===== src/include/charger_map.vh =====
`ifndef CHARGER_MAP_VH
`define CHARGER_MAP_VH

// Register byte offsets
`define REG_CTRL           8'h00
`define REG_TIMEOUT        8'h04
`define REG_STATUS         8'h08
`define REG_IRQ_STATUS     8'h0c
`define REG_IRQ_MASK       8'h10

// Reset values
`define CTRL_RESET         1'b0
`define TIMEOUT_RESET      32'h0000_3000
`define IRQ_MASK_RESET     3'h0

// Field positions
`define CTRL_SW_SUSPEND    0
`define STATUS_CV_MODE     4
`define STATUS_REVERSE     5
`define STATUS_ENABLED     6
`define STATUS_TIMER_HI    8
`define EVT_FAULT          0
`define EVT_COMPLETE       1
`define EVT_CYCLE_START    2
`define EVT_COUNT          3

// Charger states
`define ST_PRECOND         3'h0
`define ST_NORMAL          3'h1
`define ST_TOPOFF          3'h2
`define ST_SLEEP           3'h3
`define ST_SUSPEND         3'h4
`define ST_FAULT           3'h5
`define ST_NO_INPUT        3'h6

// Current requests and end-of-charge thresholds, percent of programmed charge current
`define PCT_OFF            7'h00
`define PCT_PRECOND        7'h0c
`define PCT_FULL           7'h64
`define PCT_EOC_HIGH       7'h0a
`define PCT_EOC_LOW        7'h05

// Precondition timeout is this fraction of the safety timeout
`define PRECOND_DIVISOR    2'h3

`endif


===== src/safety_timer.v =====
`timescale 1ns/10ps
`default_nettype none
`include "charger_map.vh"

module safety_timer #(
  parameter WIDTH = 32
) (
  input  wire             clk,
  input  wire             rst_n,
  input  wire             clear,
  input  wire             run,
  input  wire [WIDTH-1:0] limit,
  output reg              precond_expired,
  output reg              total_expired,
  output wire [WIDTH-1:0] count
);

  reg  [WIDTH-1:0] count_reg;
  wire [WIDTH+1:0] count_scaled;

  // Saturates so a stalled fault never wraps back to a fresh cycle
  wire saturated = &count_reg;

  assign count = count_reg;
  assign count_scaled = {2'b00, count_reg} * {{WIDTH{1'b0}}, `PRECOND_DIVISOR};

  always @(posedge clk or negedge rst_n) begin
    if (!rst_n) begin
      count_reg       <= {WIDTH{1'b0}};
      precond_expired <= 1'b0;
      total_expired   <= 1'b0;
    end else if (clear) begin
      count_reg       <= {WIDTH{1'b0}};
      precond_expired <= 1'b0;
      total_expired   <= 1'b0;
    end else begin
      if (run && !saturated)
        count_reg <= count_reg + {{(WIDTH-1){1'b0}}, 1'b1};
      precond_expired <= count_scaled >= {2'b00, limit};
      total_expired   <= count_reg >= limit;
    end
  end

endmodule // safety_timer

`default_nettype wire


===== src/event_irq.v =====
`timescale 1ns/10ps
`default_nettype none

module event_irq #(
  parameter N = 3
) (
  input  wire         clk,
  input  wire         rst_n,
  input  wire [N-1:0] event_pulse,
  input  wire [N-1:0] clear_bits,
  input  wire [N-1:0] mask,
  output reg  [N-1:0] status,
  output reg          irq
);

  wire [N-1:0] status_next = event_pulse | (status & ~clear_bits);

  // A new event in the clearing cycle survives the clear
  always @(posedge clk or negedge rst_n) begin
    if (!rst_n) begin
      status <= {N{1'b0}};
      irq    <= 1'b0;
    end else begin
      status <= status_next;
      irq    <= |(status_next & mask);
    end
  end

endmodule // event_irq

`default_nettype wire


===== src/charger_ctrl.v =====
// Contract
// - New cycle starts in precondition; above threshold moves to normal.
// - Precondition requests 12 percent of programmed charge current.
// - Precondition timeout before threshold flags damaged cell, enters fault.
// - Normal charges constant current, then constant voltage at termination.
// - In constant voltage, current below 10 or 5 percent enters top-off.
// - Normal timeout before leaving normal flags damaged cell, enters fault.
// - Top-off keeps constant voltage; end-of-charge current enters sleep.
// - End of charge presents high impedance yet keeps monitoring battery.
// - Enable input low suspends charging; other functions keep running.
// - Leaving suspend resets safety timer and enters precondition.
// - Sleep is high impedance; battery below termination restarts fast charge.
// - Valid charger input enables charging with no further command.
// - Input below battery reconfigures power switch to cut battery drain.
// - Precondition timeout is one third of safety timeout; charger off.
// - Status output sinks only while charging; released otherwise.
`timescale 1ns/10ps
`default_nettype none
`include "charger_map.vh"

module charger_ctrl #(
  parameter ADDR_W  = 8,
  parameter TIMER_W = 32
) (
  input  wire              clk,
  input  wire              rst_n,
  // APB slave
  input  wire              psel,
  input  wire              penable,
  input  wire              pwrite,
  input  wire [ADDR_W-1:0] paddr,
  input  wire [31:0]       pwdata,
  output reg  [31:0]       prdata,
  output reg               pready,
  output reg               pslverr,
  output reg               irq,
  // Comparator and pin inputs
  input  wire              charger_input_valid,
  input  wire              charger_input_below_battery,
  input  wire              battery_above_precondition,
  input  wire              battery_at_termination,
  input  wire              current_below_eoc,
  input  wire              input_type_select,
  input  wire              charge_enable,
  // Power path controls
  output reg  [6:0]        charge_current_pct,
  output reg  [6:0]        eoc_threshold_pct,
  output reg               cv_mode,
  output reg               battery_hiz,
  output reg               reverse_block,
  output reg               damaged_cell,
  output reg               charge_status_out,
  output reg               charge_status_oe
);

  localparam [2:0] S_PRECOND  = `ST_PRECOND;
  localparam [2:0] S_NORMAL   = `ST_NORMAL;
  localparam [2:0] S_TOPOFF   = `ST_TOPOFF;
  localparam [2:0] S_SLEEP    = `ST_SLEEP;
  localparam [2:0] S_SUSPEND  = `ST_SUSPEND;
  localparam [2:0] S_FAULT    = `ST_FAULT;
  localparam [2:0] S_NO_INPUT = `ST_NO_INPUT;

  reg  [2:0]         state_reg;
  reg  [2:0]         state_next;
  reg                cv_next;
  reg                timer_clear_reg;
  reg                timer_clear_next;
  reg                sw_suspend_reg;
  reg  [TIMER_W-1:0] timeout_reg;
  reg  [2:0]         irq_mask_reg;
  reg  [2:0]         irq_clear;
  reg  [2:0]         evt_pulse;
  wire [2:0]         irq_status;
  wire               irq_wire;
  wire               precond_expired;
  wire               total_expired;
  wire [TIMER_W-1:0] timer_count;
  wire               charging;

  // Charging states share the timer and the status indication
  function is_charging;
    input [2:0] st;
    begin
      is_charging = (st == S_PRECOND) || (st == S_NORMAL) || (st == S_TOPOFF);
    end
  endfunction

  assign charging = is_charging(state_reg);

  wire suspend_req = !charge_enable || sw_suspend_reg;

  // Charger state machine
  always @* begin
    state_next       = state_reg;
    cv_next          = cv_mode;
    timer_clear_next = 1'b0;
    if (!charger_input_valid) begin
      // Input loss also releases a latched fault
      state_next       = S_NO_INPUT;
      cv_next          = 1'b0;
      timer_clear_next = 1'b1;
    end else if (suspend_req) begin
      state_next       = S_SUSPEND;
      cv_next          = 1'b0;
      timer_clear_next = 1'b1;
    end else begin
      case (state_reg)
        S_NO_INPUT: begin
          state_next       = S_PRECOND;
          timer_clear_next = 1'b1;
        end
        S_SUSPEND: begin
          state_next       = S_PRECOND;
          timer_clear_next = 1'b1;
        end
        S_PRECOND: begin
          // Expiry flags are registered and lag the clear by one cycle;
          // a stale flag from the last cycle must not fault a fresh one
          if (battery_above_precondition)
            state_next = S_NORMAL;
          else if (precond_expired && !timer_clear_reg)
            state_next = S_FAULT;
        end
        S_NORMAL: begin
          // Sleep restarts here while the clear is still landing
          if (total_expired && !timer_clear_reg) begin
            state_next = S_FAULT;
            cv_next    = 1'b0;
          end else if (!cv_mode) begin
            if (battery_at_termination)
              cv_next = 1'b1;
          end else if (current_below_eoc) begin
            state_next = S_TOPOFF;
          end
        end
        S_TOPOFF: begin
          cv_next = 1'b1;
          if (current_below_eoc) begin
            state_next = S_SLEEP;
            cv_next    = 1'b0;
          end
        end
        S_SLEEP: begin
          // Monitoring continues while the battery floats
          if (!battery_at_termination) begin
            state_next       = S_NORMAL;
            timer_clear_next = 1'b1;
          end
        end
        S_FAULT: begin
          state_next = S_FAULT;
          cv_next    = 1'b0;
        end
        default: begin
          state_next       = S_NO_INPUT;
          cv_next          = 1'b0;
          timer_clear_next = 1'b1;
        end
      endcase
    end
  end

  always @* begin
    evt_pulse = 3'h0;
    evt_pulse[`EVT_FAULT] = (state_next == S_FAULT) && (state_reg != S_FAULT);
    evt_pulse[`EVT_COMPLETE] = (state_next == S_SLEEP) && (state_reg != S_SLEEP);
    evt_pulse[`EVT_CYCLE_START] = (state_next == S_PRECOND) && (state_reg != S_PRECOND);
  end

  always @(posedge clk or negedge rst_n) begin
    if (!rst_n) begin
      state_reg          <= S_NO_INPUT;
      cv_mode            <= 1'b0;
      timer_clear_reg    <= 1'b1;
      charge_current_pct <= `PCT_OFF;
      eoc_threshold_pct  <= `PCT_EOC_LOW;
      battery_hiz        <= 1'b1;
      reverse_block      <= 1'b0;
      damaged_cell       <= 1'b0;
      charge_status_out  <= 1'b0;
      charge_status_oe   <= 1'b0;
    end else begin
      state_reg       <= state_next;
      cv_mode         <= cv_next;
      timer_clear_reg <= timer_clear_next;
      case (state_next)
        S_PRECOND: charge_current_pct <= `PCT_PRECOND;
        S_NORMAL:  charge_current_pct <= `PCT_FULL;
        S_TOPOFF:  charge_current_pct <= `PCT_FULL;
        default:   charge_current_pct <= `PCT_OFF;
      endcase
      eoc_threshold_pct <= input_type_select ? `PCT_EOC_HIGH : `PCT_EOC_LOW;
      battery_hiz <= !is_charging(state_next);
      reverse_block <= charger_input_below_battery;
      damaged_cell <= (state_next == S_FAULT);
      // Open drain: sinks low only while charging
      charge_status_out <= 1'b0;
      charge_status_oe  <= is_charging(state_next);
    end
  end

  // Timer runs only during charging states and clears on each new cycle
  safety_timer #(
    .WIDTH (TIMER_W)
  ) u_timer (
    .clk             (clk),
    .rst_n           (rst_n),
    .clear           (timer_clear_reg),
    .run             (charging),
    .limit           (timeout_reg),
    .precond_expired (precond_expired),
    .total_expired   (total_expired),
    .count           (timer_count)
  );

  event_irq #(
    .N (`EVT_COUNT)
  ) u_irq (
    .clk         (clk),
    .rst_n       (rst_n),
    .event_pulse (evt_pulse),
    .clear_bits  (irq_clear),
    .mask        (irq_mask_reg),
    .status      (irq_status),
    .irq         (irq_wire)
  );

  // APB slave: one wait state so read data comes from a flip-flop
  wire access   = psel && penable;
  wire complete = access && pready;
  wire [7:0] addr8 = paddr[7:0];

  function mapped;
    input [7:0] a;
    begin
      mapped = (a == `REG_CTRL) || (a == `REG_TIMEOUT) || (a == `REG_STATUS) ||
               (a == `REG_IRQ_STATUS) || (a == `REG_IRQ_MASK);
    end
  endfunction

  reg [31:0] rdata_next;

  always @* begin
    rdata_next = 32'h0000_0000;
    case (addr8)
      `REG_CTRL:       rdata_next[`CTRL_SW_SUSPEND] = sw_suspend_reg;
      `REG_TIMEOUT:    rdata_next = timeout_reg;
      `REG_STATUS: begin
        rdata_next[2:0]             = state_reg;
        rdata_next[`STATUS_CV_MODE] = cv_mode;
        rdata_next[`STATUS_REVERSE] = reverse_block;
        rdata_next[`STATUS_ENABLED] = charging;
        rdata_next[31:`STATUS_TIMER_HI] = timer_count[TIMER_W-1:`STATUS_TIMER_HI];
      end
      `REG_IRQ_STATUS: rdata_next[2:0] = irq_status;
      `REG_IRQ_MASK:   rdata_next[2:0] = irq_mask_reg;
      default:         rdata_next = 32'h0000_0000;
    endcase
  end

  always @* begin
    irq_clear = 3'h0;
    if (complete && pwrite && !pslverr && addr8 == `REG_IRQ_STATUS)
      irq_clear = pwdata[2:0];
  end

  always @(posedge clk or negedge rst_n) begin
    if (!rst_n) begin
      pready         <= 1'b0;
      pslverr        <= 1'b0;
      prdata         <= 32'h0000_0000;
      irq            <= 1'b0;
      sw_suspend_reg <= `CTRL_RESET;
      timeout_reg    <= `TIMEOUT_RESET;
      irq_mask_reg   <= `IRQ_MASK_RESET;
    end else begin
      irq <= irq_wire;
      if (access && !pready) begin
        pready  <= 1'b1;
        pslverr <= !mapped(addr8) || (pwrite && addr8 == `REG_STATUS);
        prdata  <= pwrite ? 32'h0000_0000 : rdata_next;
      end else begin
        pready  <= 1'b0;
        pslverr <= 1'b0;
        prdata  <= 32'h0000_0000;
      end
      if (complete && pwrite && !pslverr) begin
        case (addr8)
          `REG_CTRL:     sw_suspend_reg <= pwdata[`CTRL_SW_SUSPEND];
          `REG_TIMEOUT:  timeout_reg    <= pwdata[TIMER_W-1:0];
          `REG_IRQ_MASK: irq_mask_reg   <= pwdata[2:0];
          default:       sw_suspend_reg <= sw_suspend_reg;
        endcase
      end
    end
  end

endmodule // charger_ctrl

`default_nettype wire


===== config.mk =====
export PLATFORM = sky130hd
export DESIGN_NAME = charger_ctrl
export DESIGN_NICKNAME = d
export VERILOG_FILES = /design/src/safety_timer.v /design/src/event_irq.v /design/src/charger_ctrl.v
export VERILOG_INCLUDE_DIRS = /design/src /design/src/include
export SDC_FILE = /design/constraint.sdc
export NUM_CORES = 1
export LEC_CHECK = 0
export ABC_AREA = 0
export BUFFER_PORTS_ARGS = -buffer_cell sky130_fd_sc_hd__buf_2
export CAP_MARGIN = 10
export CORE_UTILIZATION = 64
export CTS_CLUSTER_SIZE = 10
export DETAILED_ROUTE_END_ITERATION = 7
export PLACE_DENSITY = 0.87
export SLEW_MARGIN = 20
export SYNTH_ARGS = -nofsm -noshare
export SYNTH_HDL_FRONTEND = slang
export SYNTH_HIERARCHICAL = 1
export SYNTH_SLANG_ARGS = --single-unit

===== constraint.sdc =====
create_clock -name clk -period 8.1 [get_ports clk]
set_input_delay 0.81 -clock clk [delete_from_list [all_inputs] [get_ports clk]]
set_output_delay 0.81 -clock clk [all_outputs]
set_load 0.01 [all_outputs]

==> impl_metrics.csv, run 1 <==
group,metric,value,unit
status,outcome,"finished clean",
routing,wirelength,19400,um
clock_tree,cts_max_level,4,
routing,drt-initial-drc-count,583,
logic_synthesis,yosys_warnings,6,
grt,grt_pass1_vias,6421,
worst_setup_path,cp_max_fo,6,
logic_synthesis,synth-edff-count,0,
floorplan,fp.dieH,117,um
logic_synthesis,synth_area,8390,um^2
logic_synthesis,synthDistinctLibCells,72,
final_layout,final_cell_mix,"dfrtp_1, buf_2, ha_1",
timing,finalMaxSlewViolations,0,
routing,drcViolationCount,0,
timing,worst_slew_margin_rel,46.5,%
final_layout,fillers,922,
clock_tree,path_clk_slew,0.05,ns
final_layout,area.sequential,3090,um^2
clock_tree,worstSkewPairLatency,0.43,ns
logic_synthesis,async_flop_share,100,%
clock_tree,post_cts_buffers,0,
grt,grt_max_degree,87,
hold_path,hold_path.class,"in2async",
timing,rsz0062_at_grt,"false",
placement,place_inst,1101,
routing,ant_nets,0,
floorplan,io_pins,107,
final_layout,antenna-diode-count,0,
placement,gp_congestion,0.939,
logic_synthesis,synth_ff_type,"dfrtp_1",
timing,fin_crit_sh,52.1,%
timing,min_period,4.22,ns
timing,setup_tns,0,ns
timing,skew,0.0129,ns
run,maxCapViolCount,0,
worst_setup_path,worstPathRequired,8.43,ns
worst_setup_path,r2r_start,"u_timer/count[0]",
power_and_ir_drop,powerDensity,154,nW/um^2
clock_tree,hold_buffers,0,
worst_setup_path,cp-end-kind,"register",
power_and_ir_drop,irDropWorstVdd,0.159,mV
clock_tree,tritoncts,"done",
worst_setup_path,criticalPathCategory,"reg2reg",
logic_synthesis,synth_area_leader_cell,"dfrtp_1",
final_layout,multi_input_area,4900,um^2
worst_setup_path,startpoint_type,"register",
final_layout,nNetsFinal,1097,
power_and_ir_drop,power.leakage,4.84,nW
final_layout,area_growth,13.7,%
timing,hold_ws,0.338,ns
grt,grt_pass1_wl,31500,um
logic_synthesis,synth_top_area_share,34.6,%
timing,final-hold-violation-count,0,
worst_setup_path,arrival,4.55,ns
floorplan,die-area,13600,um^2
logic_synthesis,postSynthAreaPerCell,9.87,um^2
final_layout,mostFrequentLayoutCell,"dfrtp_1",
worst_setup_path,crit_start,"u_timer/count[0]",
final_layout,final_area,9540,um^2
placement,place_hpwl,13900,um
floorplan,rows,41,
floorplan,core,12700,um^2
timing,tightestPinTransition,0.803,ns
final_layout,final_cells,1133,
clock_tree,cts_made_buffers,17,
floorplan,dieWidth,117,um
grt,antenna_found_initial,0,
clock_tree,cts_buffer_depth,2,
logic_synthesis,ys_ff_latch,123,
grt,grt-ovfl-total,0,
logic_synthesis,synthCells,850,
timing,fmax,237,MHz
final_layout,post_route_cells_drive_above_1_share,20.2,%
logic_synthesis,seq_area_frac_synth,36.8,%
placement,placed_area,8940,um^2
routing,dr.pass1.iters,6,
logic_synthesis,synth_area_leaders,"dfrtp_1, ha_1, mux2_2",
timing,setup-violations-final,0,
grt,grt_usage,30.6,%
routing,wire_per_inst,17.1,um
clock_tree,root_buffer,"clkbuf_16",
floorplan,initial_utilization,66.0,%
placement,port_buffers,99,
routing,vias_per_cell,6.07,
routing,via_count,6882,
clock_tree,cts-resized-gates,0,
clock_tree,cts.sinks,123,
==> Yosys cell counts (all sizes together), types with 7 or more instances <==
| cell type | number |
|---|---|
| dfrtp | 116 |
| ha | 96 |
| nor2 | 63 |
| a21oi | 59 |
| inv | 55 |
| nand2 | 48 |
| mux2 | 36 |
| o21ai | 31 |
| xnor2 | 31 |
| a21o | 29 |
| a22o | 28 |
| xor2 | 28 |
| buf | 22 |
| nand3 | 19 |
| nand4 | 18 |
| nor2b | 18 |
| nor3 | 18 |
| nand2b | 12 |
| a211oi | 9 |
| or3 | 9 |
| clkbuf | 8 |
| o211ai | 8 |
| o21a | 8 |
| dfstp | 7 |
==> stage by stage <==
stage          setup WS [ns]  total power (W)  utilization [%]
2_1_floorplan           4.37         0.000671                -
3_3_place_gp            4.03         0.000701             70.3
3_5_place_dp            3.92         0.000703             70.3
4_1_cts                 3.86          0.00148             75.0
5_1_grt                 3.53          0.00151             75.0
6_report                3.88          0.00147             75.0
==> power by group <==
part	leakage, nW	internal (W)	switching [W]
logic	2.88	0.0000241	0.0000387
registers	1.68	0.000622	0.00000789
clock network	0.284	0.000485	0.000287
total	4.84	0.00113	0.000334
==> cell type report <==
| class | instances | share of cell area, % |
|---|---|---|
| Timing Repair Buffer | 103 | 5.57 |
| Sequential cell | 123 | 32.3 |
| Clock inverter | 13 | 1.74 |
| Tap cell | 172 | 2.26 |
| Clock buffer | 19 | 4.54 |
| Inverter | 55 | 2.16 |
| Multi-Input combinational cell | 648 | 51.4 |
==> cells by family (layout without fill, tap and decap cells) <==
kind of cell / Yosys count / count (layout) / synth area share, %
xor gates and xnor gates: 59 / 59 / 6.16
DFF: 123 / 123 / 36.8
muxes: 39 / 39 / 5.19
AOI/OAI and AO/OA: 207 / 207 / 17.0
other: 1 / 7 / 0.0447
buffers and inverters: 85 / 190 / 5.13
adders and majority gates: 97 / 97 / 14.6
and+or+nand+nor: 239 / 239 / 15.1
==> path summary, 6_finish.rpt <==
path                            depth (start not counted)                 endpoint  slack [ns]
worst max register to register                         19  u_timer/precond_expired        3.88
worst min-delay path                                    1         u_timer/count[2]        0.34
worst min register to register                          0                      irq        0.36
max in group asynchronous                               2               prdata[21]        6.68
worst max-delay path                                   19  u_timer/precond_expired        3.88
min in group clk                                        0                      irq        0.36
==> worst max-delay path, cell delays in order, from the launching register on <==
cell and delay (ns):
dfrtp_1 0.43, ha_1 0.28, inv_1 0.08, fa_1 0.40, nand2b_1 0.18, a21oi_1 0.18
o211ai_1 0.20, a211oi_1 0.45, o211ai_2 0.17, a21boi_1 0.23, nor2_1 0.08, xnor2_1 0.13
ha_1 0.29, nand4_1 0.10, or3_1 0.40, nor3_1 0.15, a31oi_1 0.10, o21ai_0 0.09
a21oi_1 0.06, a31oi_1 0.14
==> metal layers <==
layer	global-route usage, %	part of all wire, %	vias up	wire length (um)
li1	-	-	3262	-
met1	41.5	46	3336	8890
met2	47.2	46	237	8900
met3	6.75	5.6	47	1090
met4	13.3	2.8	0	547
met5	0	0	-	0
Note: power is estimated with default switching activity, not from simulation.
==> run 2, diff against run 1 <==
CORE_UTILIZATION = 53   (was 64)
PLACE_DENSITY = 0.77   (was 0.87)
clock period = 3.8 ns   (was 8.1 ns; I/O delays follow)
==> impl_metrics.csv, run 2 (same netlist as run 1, synthesis figures left out) <==
group,metric,value,unit
status,outcome,"complete, but fails checks",
status,violations,"negative hold slack",
timing,final-hold-violation-count,8,
timing,setup-violations-final,0,
timing,rsz0062_at_grt,"true",
worst_setup_path,startpoint_type,"register",
worst_setup_path,cp-end-kind,"register",
final_layout,post_route_cells_drive_above_1_share,23.8,%
worst_setup_path,cp_common_cell,"a31oi_1",
clock_tree,cts_max_level,4,
floorplan,dieWidth,128,um
timing,skew,0.00838,ns
worst_setup_path,crit_chain,"ha_2 > inv_1 > fa_2 > nand2b_4 > a21oi_2 > o211ai_1 > a211oi_1 > buf_4 > o211ai_4 > a21boi_2 > nor2_1 > xnor2_1 > ha_1 > nand4_1 > or3_4 > nor3_2 > a31oi_1 > o21ai_1 > a21oi_1 > a31oi_1",
final_layout,antenna-diode-count,0,
timing,fmax,274,MHz
clock_tree,tritoncts,"done",
power_and_ir_drop,power.leakage,4.96,nW
hold_path,hold_path.class,"in2async",
power_and_ir_drop,switching_share,21.5,%
clock_tree,worstSkewPairLatency,0.42,ns
worst_setup_path,criticalPathCategory,"reg2reg",
worst_setup_path,crit_start,"u_timer/count[1]",
clock_tree,cts_buffer_depth,2,
timing,setup_tns,0,ns
placement,gp_congestion,0.943,
timing,min_period,3.64,ns
grt,antenna_found_initial,0,
timing,hold_ws,-0.00535,ns
grt,grt_pass1_wl,32200,um
timing,tightestPinTransition,0.656,ns
power_and_ir_drop,powerDensity,318,nW/um^2
worst_setup_path,arrival,3.98,ns
timing,worst_slew_margin_rel,56.3,%
run,maxCapViolCount,0,
routing,ant_nets,0,
worst_setup_path,worstPathRequired,4.14,ns
grt,grt_max_degree,74,
clock_tree,path_clk_slew,0.06,ns
routing,vias_per_cell,5.68,
placement,port_buffers,99,
clock_tree,root_buffer,"clkbuf_16",
power_and_ir_drop,clkPwrFrac,52.9,%
final_layout,fillers,1275,
worst_setup_path,cp_max_fo,4,
timing,fin_crit_sh,95.9,%
final_layout,finish.utilization,64.4,%
final_layout,final_cells,1195,
power_and_ir_drop,seqPwrFrac,42.7,%
worst_setup_path,cp_slowest_stage_delay,0.39,ns
clock_tree,cts.sinks,123,
power_and_ir_drop,irDropWorstVdd,0.299,mV
clock_tree,hold_buffers,0,
worst_setup_path,r2r-end,"u_timer/precond_expired",
grt,grt-ovfl-total,0,
timing,finalMaxSlewViolations,0,
worst_setup_path,r2r_cells,20,
grt,grt_usage,25.5,%
floorplan,core,15300,um^2
routing,drt-initial-drc-count,456,
final_layout,final_cell_mix,"dfrtp_1, buf_2, ha_1",
routing,via_count,6782,
clock_tree,cts_made_buffers,17,
power_and_ir_drop,internal_power,0.00246,W
final_layout,nNetsFinal,1120,
final_layout,area_growth,17.6,%
final_layout,area.sequential,3090,um^2
worst_setup_path,r2r_start,"u_timer/count[1]",
placement,place_inst,1159,
floorplan,initial_utilization,54.8,%
power_and_ir_drop,p_switching,0.000676,W
floorplan,io_pins,107,
routing,wire_per_inst,16.7,um
worst_setup_path,cp-endpoint,"u_timer/precond_expired",
worst_setup_path,slowest_stage,"dfrtp_1",
routing,wirelength,19900,um
power_and_ir_drop,combPwrFrac,4.5,%
routing,dr.pass1.iters,8,
grt,grt_pass1_vias,6491,
worst_setup_path,ff2ff_setup_slack,0.16,ns
final_layout,multi_input_area,4980,um^2
routing,drcViolationCount,0,
final_layout,mostFrequentLayoutCell,"dfrtp_1",
floorplan,die-area,16300,um^2
floorplan,fp.dieH,128,um
placement,place_hpwl,14400,um
floorplan,rows,45,
==> run 2: cell count changes in the layout (fill, tap and decap cells not counted), sizes merged <==
cell	before	now
inv	58	56
buf	103	126
clkinv	4	5
clkbuf	19	22
clkinvlp	3	1
==> run 2: layout make-up <==
cell class | instances | share of cell area [%]
clock buffer | 22 | 4.81
timing repair buffer | 126 | 7.23
multi-input combinational | 648 | 50.5
tap | 211 | 2.68
clock inverter | 10 | 1.41
sequential | 123 | 31.3
inverter | 55 | 2.09
==> run 2: what timing repair did <==
| item | CTS | global route |
|---|---|---|
| setup buffers | 1 | 3 |
| setup endpoints to repair | 1 | 1 |
| pin swaps | 2 | 11 |
| gates resized for setup | 1 | 23 |
==> run 2: how the worst min path moves through the flow <==
stage	startpoint	endpoint	slack (ns)	depth (start not counted)
after floorplan	rst_n	charge_current_pct[2]	0.08	0
after global placement	u_irq/irq	irq	0.33	0
after detailed placement	u_irq/irq	irq	0.34	0
after CTS	rst_n	prdata[24]	0.008	1
after global routing	rst_n	u_timer/count[27]	0.04	1
final	rst_n	prdata[24]	-0.005	1
==> run 2: per-layer routing <==
| metal | vias up | global-route usage (%) | part of all wire (%) |
|---|---|---|---|
| met2 | 191 | 39.8 | 45 |
| li1 | 3295 | - | - |
| met4 | 0 | 8.86 | 2.0 |
| met5 | - | 0 | 0 |
| met3 | 26 | 5.26 | 5.0 |
| met1 | 3270 | 35.1 | 48 |
==> run 2: power by group through the flow <==
stage	Sequential, W	Combinational (W)	Clock [W]
after detailed placement	0.00136	0.000141	0
after global routing	0.00134	0.000158	0.00174
after global placement	0.00136	0.000138	0
after CTS	0.00134	0.000142	0.00169
final	0.00134	0.000140	0.00166
after floorplan	0.00136	0.0000710	0
==> run 2: metrics by stage <==
step	total power (W)	instance area [um^2]	worst slack, ns	hold WS (ns)
after floorplan	0.00143	8410	0.0713	0.0844
after global placement	0.00150	9140	0.0365	0.331
final	0.00314	9870	0.156	-0.00535
after detailed placement	0.00150	9140	-0.0328	0.344
after CTS	0.00317	9770	0.0107	0.00824
after global routing	0.00324	9870	-0.0763	0.0417
==> run 2: worst max-delay path: cells and delay by family, from the launching register on <==
family | cells | cell delay, ns
compound gates | 9 | 1.20
xor+xnor | 1 | 0.14
fa+ha+maj | 3 | 0.83
buf+inv | 2 | 0.22
flops | 1 | 0.39
simple gates | 5 | 0.80
